## src/phy_status_pkg.sv

```systemverilog
package phy_status_pkg;
    localparam int ADDR_W = 5;
    localparam int DATA_W = 16;
    localparam logic [ADDR_W-1:0] STATUS_ADDR = 5'h01;
    localparam logic [ADDR_W-1:0] DETAIL_ADDR = 5'h11;
    // Status word bit positions
    localparam int BIT_T4 = 15;
    localparam int CW_MSB = 14;
    localparam int CW_LSB = 6;
    localparam int CW_W = CW_MSB - CW_LSB + 1;
    localparam int RSV_MSB = 10;
    localparam int RSV_LSB = 7;
    localparam int BIT_PRE = 6;
    localparam int BIT_ANC = 5;
    localparam int BIT_RF = 4;
    localparam int BIT_ANA = 3;
    localparam int BIT_LINK = 2;
    localparam int BIT_JAB = 1;
    localparam int BIT_EXT = 0;
    // Detail word bit positions
    localparam int DT_LINK = 0;
    localparam int DT_RF = 1;
    localparam int DT_JAB = 2;
    // Override field reset: capabilities set, reserved and preamble clear
    localparam logic [CW_W-1:0] CW_RESET = 9'h1e0;
    localparam int CW_FD10 = 12 - CW_LSB;
    localparam int CW_HD10 = 11 - CW_LSB;
    localparam int CW_PRE = BIT_PRE - CW_LSB;

    typedef struct packed {
        logic rd;
        logic wr;
        logic [ADDR_W-1:0] addr;
        logic [DATA_W-1:0] wdata;
    } mgmt_req_t;

    typedef struct packed {
        logic an_enable;
        logic an_done;
        logic link_ok;
        logic jabber_en;
        logic jabber_evt;
        logic lcw_valid;
        logic lcw_rf;
    } status_in_t;
endpackage

```

## src/latch_flag.sv

```systemverilog
`timescale 1ns/1ps
`default_nettype none
// One latching status bit; ACTIVE picks latch-high or latch-low
module latch_flag
    import phy_status_pkg::*;
#(
    parameter logic ACTIVE = 1'b1,
    parameter logic RST_VAL = 1'b0
) (
    input wire logic i_clk,
    input wire logic i_rst,
    input wire logic i_live,
    input wire logic i_force,
    input wire logic i_read,
    output logic o_flag
);
    logic flag_q;
    logic flag_d;

    // An event in the read cycle wins, so nothing is lost
    assign flag_d = i_force ? ~ACTIVE :
                    (i_live == ACTIVE) ? ACTIVE :
                    i_read ? i_live : flag_q;

    // Storage
    always_ff @(posedge i_clk) begin
        if (i_rst) begin
            flag_q <= RST_VAL;
        end else begin
            flag_q <= flag_d;
        end
    end

    assign o_flag = flag_q;
endmodule
`default_nettype wire

```

## src/phy_status_register.sv

```systemverilog
`timescale 1ns/1ps
`default_nettype none
// Status register bank behind the management frame engine
module phy_status_register
    import phy_status_pkg::*;
(
    input wire logic i_clk,
    input wire logic i_rst,
    input wire mgmt_req_t i_req,
    input wire logic i_override_en,
    input wire status_in_t i_st,
    output logic [DATA_W-1:0] o_rdata,
    output logic o_rvalid,
    output logic o_preamble_optional,
    output logic o_partner_rf
);
    // Match one register address; used for reads and writes
    function automatic logic hit(input mgmt_req_t r, input logic [ADDR_W-1:0] a);
        hit = (r.addr == a);
    endfunction

    logic [CW_W-1:0] cw_q;
    logic [CW_W-1:0] cw_d;
    logic partner_rf_q;
    logic partner_rf_d;
    logic [DATA_W-1:0] rdata_q;
    logic [DATA_W-1:0] rdata_d;
    logic rvalid_q;
    logic an_q;
    logic rf_q;
    logic link_q;
    logic jab_q;
    logic [DATA_W-1:0] st_word;
    logic [DATA_W-1:0] dt_word;

    wire rd_st = i_req.rd & hit(i_req, STATUS_ADDR);
    wire rd_dt = i_req.rd & hit(i_req, DETAIL_ADDR);
    wire rd_any = rd_st | rd_dt;
    wire wr_st = i_req.wr & hit(i_req, STATUS_ADDR);
    wire wr_cw = wr_st & i_override_en;
    wire an_live = i_st.an_enable & i_st.an_done;
    wire an_off = ~i_st.an_enable;
    wire jab_live = i_st.jabber_en & i_st.jabber_evt;
    wire jab_off = ~i_st.jabber_en;

    // Writes without override are dropped silently, as the frame has no error path
    assign cw_d = wr_cw ? i_req.wdata[CW_MSB:CW_LSB] : cw_q;
    // Partner fault copy only moves on a fresh code word
    assign partner_rf_d = i_st.lcw_valid ? i_st.lcw_rf : partner_rf_q;

    // Capability and override storage
    always_ff @(posedge i_clk) begin
        if (i_rst) begin
            cw_q <= CW_RESET;
            partner_rf_q <= 1'b0;
        end else begin
            cw_q <= cw_d;
            partner_rf_q <= partner_rf_d;
        end
    end

    // Negotiation complete; a status read or disabling negotiation releases it, restart does not
    latch_flag #(
        .ACTIVE(1'b1),
        .RST_VAL(1'b0)
    ) u_an_done (
        .i_clk(i_clk),
        .i_rst(i_rst),
        .i_live(an_live),
        .i_force(an_off),
        .i_read(rd_st),
        .o_flag(an_q)
    );

    // Remote fault latch, shared by both status views
    latch_flag #(
        .ACTIVE(1'b1),
        .RST_VAL(1'b0)
    ) u_rem_fault (
        .i_clk(i_clk),
        .i_rst(i_rst),
        .i_live(partner_rf_q),
        .i_force(1'b0),
        .i_read(rd_any),
        .o_flag(rf_q)
    );

    // Link status latches low so a brief drop is seen
    latch_flag #(
        .ACTIVE(1'b0),
        .RST_VAL(1'b0)
    ) u_link (
        .i_clk(i_clk),
        .i_rst(i_rst),
        .i_live(i_st.link_ok),
        .i_force(1'b0),
        .i_read(rd_any),
        .o_flag(link_q)
    );

    // Jabber latch, forced clear while detection is off
    latch_flag #(
        .ACTIVE(1'b1),
        .RST_VAL(1'b0)
    ) u_jabber (
        .i_clk(i_clk),
        .i_rst(i_rst),
        .i_live(jab_live),
        .i_force(jab_off),
        .i_read(rd_any),
        .o_flag(jab_q)
    );

    // Status word; reserved bits are stored but never shown
    always_comb begin
        st_word = '0;
        st_word[BIT_T4] = 1'b0;
        st_word[CW_MSB:CW_LSB] = cw_q;
        st_word[RSV_MSB:RSV_LSB] = '0;
        st_word[BIT_ANC] = an_q;
        st_word[BIT_RF] = rf_q;
        st_word[BIT_ANA] = 1'b1;
        st_word[BIT_LINK] = link_q;
        st_word[BIT_JAB] = jab_q;
        st_word[BIT_EXT] = 1'b1;
    end

    // Detail word carries the aliased latch bits only
    always_comb begin
        dt_word = '0;
        dt_word[DT_LINK] = link_q;
        dt_word[DT_RF] = rf_q;
        dt_word[DT_JAB] = jab_q;
    end

    // Read data sampled before the latches release
    assign rdata_d = rd_st ? st_word : rd_dt ? dt_word : rdata_q;

    // Read return
    always_ff @(posedge i_clk) begin
        if (i_rst) begin
            rdata_q <= '0;
            rvalid_q <= 1'b0;
        end else begin
            rdata_q <= rdata_d;
            rvalid_q <= rd_any;
        end
    end

    assign o_rdata = rdata_q;
    assign o_rvalid = rvalid_q;
    // Frame engine drops its preamble check when this is set
    assign o_preamble_optional = cw_q[CW_PRE];
    assign o_partner_rf = partner_rf_q;
endmodule
`default_nettype wire

```

## config.mk

```make
export PLATFORM = sky130hd
export DESIGN_NAME = phy_status_register
export DESIGN_NICKNAME = d
export VERILOG_FILES = /design/src/phy_status_pkg.sv /design/src/latch_flag.sv /design/src/phy_status_register.sv
export SDC_FILE = /design/constraint.sdc
export NUM_CORES = 1
export LEC_CHECK = 0
export BUFFER_PORTS_ARGS = -buffer_cell sky130_fd_sc_hd__buf_2
export CAP_MARGIN = 25
export CORE_MARGIN = 4
export CORE_UTILIZATION = 40
export DETAILED_ROUTE_END_ITERATION = 8
export GPL_TIMING_DRIVEN = 0
export PLACE_DENSITY_LB_ADDON = 0.1
export SLEW_MARGIN = 20
export SYNTH_ARGS = -nofsm -noshare
export SYNTH_HDL_FRONTEND = slang
export SYNTH_SLANG_ARGS = --single-unit
```

## constraint.sdc

```tcl
create_clock -name i_clk -period 2.3 [get_ports i_clk]
set_input_delay 0.345 -clock i_clk [delete_from_list [all_inputs] [get_ports i_clk]]
set_output_delay 0.345 -clock i_clk [all_outputs]
set_load 0.005 [all_outputs]
```

# After elaboration in Yosys (flattened, before gate mapping)
# Index checks and enable logic that the tools add are counted.
# op_classes
n_eq_ne,2
mux,7
bitwise_logic,10
reduce_logical,7
# op_table
op,count
2-to-1 mux 15 bit,2
nonzero test 2 bit,4
AND 1 bit,6
OR reduction 2 bit,3
"equality test 5 x 1 -> 1 bit, second input constant",1
"equality test 5 bit, second input constant",1
2-to-1 mux 1 bit,5
inverter 1 bit,3
OR 1 bit,1
# word_totals
regBits,26
input_bits,33
out_inout_bits,19
elab_cells,34

# Depth between registers and ports, before layout
# Gate-level depths: netlist (run 1).
# logic_depth
word_depth,5
ltp_mapped,4
mapped_depth_nobuf,3

# Hierarchy
# From an unflattened synthesis (run 1), not the netlist that was laid out.
# unflattened
cells_unflattened,108
area_unflattened_um2,985.9
# by_module_without_submodules
module,instances,cells_per_inst,area_each_um2,seq_area_each_um2
phy_status_register,1,92,817.0,360.3
latch_flag (u_an_done ...),3,4,45.0,20.0
latch_flag (u_link),1,4,33.8,20.0

# Worst setup path before layout (run 1)
# Ideal clock, no wire load.
# synth_timing
path_type,in2reg
start,in i_req[19] (netlist bit)
end,reg cw_q[0]
setup_ns,0.072
arrival_time_ns,1.410
t_required_ns,2.228
setup_slack_ns,0.818
path_stages,3
path_buffers,0
cell_sequence,or4b_4 nor3_4 mux2i_1
# synth_between
elab_chain_cells,3
# synth_rtl
item,line_no,source
from (decl),phy_status_register.sv:9,"input wire mgmt_req_t i_req,"
equality test 5 x 1 -> 1 bit,phy_status_register.sv:19,hit = (r.addr == a);
AND 1 bit,phy_status_register.sv:39,"wire wr_st = i_req.wr & hit(i_req, STATUS_ADDR);"
AND 1 bit,phy_status_register.sv:40,wire wr_cw = wr_st & i_override_en;
to (signal assigned),phy_status_register.sv:57,cw_q <= cw_d;
to (decl),phy_status_register.sv:22,logic [CW_W-1:0] cw_q;
# Every way passes these cells.
# A chain may end at the register's enable or synchronous reset.

# Worst setup path in the final report (run 1)
# Ends and elaborated chain as after synthesis.

==> key figures, run 1 <==
Placement
  – Number of port buffers: 35
  – Detail Placement HPWL: around 1500 um
  – Inst Count DP: ~170
  – Worst slack, placed: 0.562 ns
  – Placed cell area: about 1200 um^2
  – Gp weighted congestion: about 0.7

Timing
  – Max-slew violation count: 0
  – Final min period: 1.41 ns
  – Clock skew: roughly 0.008 ns
  – Setup ws final: roughly 0.89 ns
  – Fin crit share: just over 60%
  – Setup-failing EPs final: 0
  – Highest clock rate: around 710 MHz
  – Setup TNS Final: 0 ns
  – Worst hold slack: 0.254 ns
  – Hold Fails Final Rpt: 0
  – RSZ-0062 raised after global routing: false

Synthesis
  – Share of the synthesized area in the top cell type: a little under half
  – Post-synth top cells: dfxtp_1, a21oi_1, nor2_1
  – Synthesized area per cell: 9.30 um^2
  – Top cells by area, synth: dfxtp_1, mux2i_1, nand4b_1
  – Mapped cell area: between 900 and 1000 um^2
  – Number of synthesized register bits: 22
  – Mapped Cells: 101
  – Seq/Total Area, Yosys: between 40% and 50%
  – Leading area contributor after synthesis: dfxtp_1
  – Top-count cell post-synth: dfxtp_1
  – Yosys warns: 0
  – Post-synth cell types: 22
  – Post-synth EDFFs: 0
  – Ys flop type: dfxtp_1
  – Async SR Flop Fraction: 0%

Clock tree
  – Max Buffers Root-to-Sink: 2
  – Clock Sinks: 22
  – Buffer count from post-CTS setup fixing: 0
  – Clock root buffer: clkbuf_4
  – H-tree depth: 1
  – CTS tree: done
  – CTS Hold Bufs: 0
  – CTS Buf Count: 3
  – Post-CTS Resized: 0
  – Clk pin slew, worst setup/hold paths: 0.11 ns
  – Worst-Skew Late Latency: a little over 0.3 ns

Power and ir drop
  – PwrDens: around 620 nW/um^2
  – P_sw: around 160 uW
  – Switching Fraction: 20.8%
  – Flop pwr share: between 50 and 60%
  – Clk network pwr share: approximately two fifths
  – Int Pwr: approximately 600 uW
  – Combinational power share: 9.4%
  – Leak: approximately 0.56 nW
  – Total power: between 700 and 800 uW
  – Peak VDD IR: 0.526 mV

Global routing
  – Initial antenna violation count: 0
  – Global Route met1 Usage: between 10% and 20%
  – Largest net degree at the start of global routing: 14
  – Met2 Usage GRT: about a fifth
  – Grt total ovfl: 0
  – Met3 Resource Use GR: around 6%
  – Busiest grt layer: met2
  – Gr usage total: a little over an eighth
  – First-pass GRT wire length: roughly 3500 um
  – Vias in the first global route: 795

Floorplan
  – Die X: about 56 um
  – Core ar.: 2230 um^2
  – Die height: between 50 and 60 um
  – Initial Util: a little over two fifths
  – I/O Pins: between 50 and 60
  – Die area: about 3200 um^2
  – # rows: 17

Setup path
  – CP max FO: 5
  – Setup crit end kind: flop
  – CP startpoint kind: primary input
  – Req. time, crit path: roughly 2.5 ns
  – Worst EP arrival: between 1.5 and 2 ns
  – Setup CP Type: in2reg
  – Reg-to-reg slack, setup: approximately 1.5 ns

Drt
  – Initial DRC Count: 12
  – DR vias/cell: 4.91
  – Routed Wire Length: approximately 2000 um
  – Routed Antenna Nets: 0
  – DR vias: 845
  – DRC viols: 0
  – Drt pass-1 iters: 4
  – WL/cell: 11.9 um

Run status
  – Status: finished clean

Cells and area
  – Final Cell Area: ~1200 um^2
  – FILL cells: 229
  – Layout cells sized above 1: 32.6%
  – Final net count: between 150 and 200
  – Final core utilization: 54.5%
  – Ant. Diodes: 0
  – Area delta synth->final: 29.6%
  – Fin cells: 172

Hold path
  – Hold Path Class: in2reg

Flow run
  – Total of max-cap violations: 0
-- layer usage --
metal / wire length (um) / vias up
met1: 923 / 371
met2: 907 / 31
met5: 0 / -
li1: - / 439
met4: 29 / 0
met3: 187 / 4
-- cell usage in the layout, fill, tap and decap left out, drive strengths merged --
master	n
a211oi	2
mux2i	8
nand2	3
or3	1
nand4b	7
o31a	1
a21oi	12
clkbuf	9
dfxtp	22
conb	5
nor4b	1
nor3	2
nor2	10
a311oi	1
o211a	3
bufinv	1
o21ai	9
a21boi	1
buf	41
or4b	1
inv	4
-- path summary, 6_finish.rpt --
kind	startpoint	end	depth (start not counted)
setup / recovery	i_req[19]	cw_q[0]$_SDFFE_PP0P_	4
hold / removal	i_st[6]	u_an_done.o_flag$_SDFFE_PP0P_	2
hold reg to reg	o_rdata[5]$_SDFFE_PP0P_	o_rdata[5]$_SDFFE_PP0P_	2
setup reg to reg	u_jabber.o_flag$_SDFFE_PP0P_	u_jabber.o_flag$_SDFFE_PP0P_	2
-- worst max-delay path, cell delays in order --
cell and delay [ns]:
buf_2 0.10, or4b_4 0.58, nor3_4 0.39, mux2i_1 0.23
-- layout make-up --
type	count	area, um^2	share of cell area, %
Sequential cell	22	440	36.2
Multi-Input combinational cell	67	434	35.7
Timing Repair Buffer	35	175	14.4
Buffer	12	65.1	5.34
Tap cell	28	35.0	2.88
Clock inverter	1	30.0	2.47
Clock buffer	3	22.5	1.85
Inverter	4	15.0	1.23
-- cells by family (layout without fill, tap and decap cells) --
kind of cell / after synthesis / after routing / share of synthesized area [%]
muxes: 8 / 8 / 8.52
and+or+nand+nor: 25 / 25 / 17.0
AOI/OAI and AO/OA: 29 / 29 / 18.6
buffers and inverters: 16 / 55 / 8.52
other: 1 / 5 / 0.399
DFF: 22 / 22 / 46.9
-- state kept, by name (all words and copies together), names as in the netlist --
signal              cells
o_rdata                11
cw_q                    5
o_partner_rf            1
o_rvalid                1
u_an_done.o_flag        1
u_jabber.o_flag         1
u_link.o_flag           1
u_rem_fault.o_flag      1
-- power groups by stage --
stage | combinational (mW) | clock (mW) | sequential (mW)
final | 0.0713 | 0.293 | 0.392
after global routing | 0.0816 | 0.316 | 0.393
after CTS | 0.0718 | 0.300 | 0.392
after detailed placement | 0.0714 | 0 | 0.401
after global placement | 0.0708 | 0 | 0.400
after floorplan | 0.0399 | 0 | 0.400
No activity file was read; power rests on OpenSTA's default activity.
==> run 2: changes to the inputs <==
- CORE_UTILIZATION: 40 -> 38
- clock period: 2.3 -> 1.28 ns (I/O delays scaled with it)
==> run 2 against run 1 <==
Die area increased by 4.5%. Non-clock buffer count did not move. Worst hold slack got worse by 0.15 ns. Critical endpoint is now cw_q[6]$_SDFFE_PP1P_. Largest power group unchanged.
==> key figures, run 2 (same netlist as run 1, synthesis figures left out) <==
Run status
  – Status: finished clean

Clock tree
  – Max Buffers Root-to-Sink: 2
  – Clk pin slew, worst setup/hold paths: between 0.1 and 0.15 ns
  – CTS tree: done
  – Clock root buffer: clkbuf_4
  – CTS Buf Count: 3
  – Worst-Skew Late Latency: ~0.30 ns
  – Buffer count from post-CTS setup fixing: 0
  – H-tree depth: 1
  – Clock Sinks: 22

Floorplan
  – Die area: around 3300 um^2
  – # rows: 17
  – Die height: a little under 60 um
  – Initial Util: roughly two fifths
  – I/O Pins: 52
  – Core ar.: about 2300 um^2
  – Die X: 57.7 um

Power and ir drop
  – Flop pwr share: a little over 60%
  – Leak: between 0.5 and 0.6 nW
  – Int Pwr: a little under 900 uW
  – Combinational power share: 11.4%
  – Clk network pwr share: between 20% and 30%
  – P_sw: 266 uW
  – PwrDens: about 960 nW/um^2
  – Total power: ~1.1 mW
  – Peak VDD IR: 0.734 mV
  – Switching Fraction: between 20% and 30%

Drt
  – Routed Wire Length: approximately 2100 um
  – DR vias/cell: 4.96
  – Drt pass-1 iters: 2
  – Routed Antenna Nets: 0
  – Initial DRC Count: 6
  – DRC viols: 0
  – DR vias: between 800 and 900
  – WL/cell: about 12 um

Setup path
  – Setup crit end kind: flop
  – Combined buffer and inverter count along the critical path: 1
  – Req. time, crit path: ~1.5 ns
  – Reg-to-reg slack, setup: around 0.50 ns
  – Crit path cell chain: buf_2 -> or4b_4 -> nor3_4 -> mux2i_1
  – Worst EP arrival: approximately 1.5 ns
  – Slowest stage delay, CP: roughly 0.58 ns
  – Setup CP Type: in2reg
  – Slowest CP cell: or4b_4
  – CP max FO: 5
  – CP startpoint kind: primary input
  – CP delay by family, top: simple AND/OR/NAND/NOR gates

Cells and area
  – Final net count: ~180
  – Layout cells sized above 1: 32.9%
  – Most common cell after layout, fill and taps aside: buf_2
  – Most frequent cells in the layout: buf_2, dfxtp_1, a21oi_1, nor2_1
  – Area delta synth->final: 26.5%
  – Ant. Diodes: 0
  – Largest register FFs: 11

Timing
  – Max-slew violation count: 0
  – Final min period: around 1.2 ns
  – Highest clock rate: 802 MHz
  – Setup ws final: between 0.03 and 0.04 ns
  – Setup-failing EPs final: 0
  – Clock skew: 0.000412 ns
  – RSZ-0062 raised after global routing: false
  – Fin crit share: 97.4%
  – Hold Fails Final Rpt: 0

Global routing
  – Largest net degree at the start of global routing: 12
  – Grt total ovfl: 0
  – First-pass GRT wire length: ~3600 um
  – Initial antenna violation count: 0
  – Vias in the first global route: slightly below 900
  – Gr usage total: between 10% and 20%

Placement
  – Detail Placement HPWL: around 1600 um
  – Number of port buffers: 35
  – Gp weighted congestion: 0.743
  – Worst slack, placed: -0.298 ns

Hold path
  – Hold Path Class: in2reg

Flow run
  – Total of max-cap violations: 0
## run 2: path summary, 6_finish.rpt
path	end	cells past startpoint	startpoint
worst max-delay path	cw_q[6]$_SDFFE_PP1P_	4	i_req[19]
worst min-delay path	u_jabber.o_flag$_SDFFE_PP0P_	2	i_st[3]
worst max register to register	o_rdata[1]$_SDFFE_PP0P_	2	u_rem_fault.o_flag$_SDFFE_PP0P_
worst min register to register	o_rdata[5]$_SDFFE_PP0P_	2	o_rdata[5]$_SDFFE_PP0P_
## run 2: cell type report
class	count	area [um^2]
buffer	12	66.3
clock buffer	3	22.5
fill	220	1090
inverter	4	15.0
multi-input combinational	67	434
sequential	22	440
tap	28	35.0
timing repair buffer	35	175
## run 2: worst register-to-register path, cell delays in order, from the launching register on
cell	delay (ns)
dfxtp_1	0.38
mux2i_1	0.09
a211oi_1	0.24
## run 2: metrics by stage
stage,instances,hold WS (ns),TNS (ns),area [um^2],util (%)
after floorplan,105,0.325,-0.274,955,-
after global placement,168,0.419,-3.88,1160,51.2
after detailed placement,168,0.424,-4.30,1160,51.2
after CTS,171,0.0970,0,1190,52.2
after global routing,171,0.0994,0,1190,52.2
final,171,0.107,0,1190,52.2
## run 2: per-layer routing
layer | vias to the layer above | wire (um) | GRT usage (%)
li1 | 434 | - | -
met1 | 387 | 937 | 16.6
met2 | 26 | 992 | 22.6
met3 | 2 | 141 | 5.12
met4 | 0 | 7 | 1.99
met5 | - | 0 | 0
## run 2: power groups by stage
stage / registers, mW / clock network (mW) / logic (mW)
6_report: 0.704 / 0.302 / 0.129
5_1_grt: 0.706 / 0.349 / 0.148
4_1_cts: 0.704 / 0.321 / 0.129
3_5_place_dp: 0.720 / 0 / 0.129
3_3_place_gp: 0.719 / 0 / 0.126
2_1_floorplan: 0.719 / 0 / 0.0716
## run 2: what timing repair did
action / in CTS / in global routing
hold endpoints to repair: 0 / 0
hold buffers: 0 / 0
resized for setup: 0 / 3
setup endpoints to repair: 0 / 2
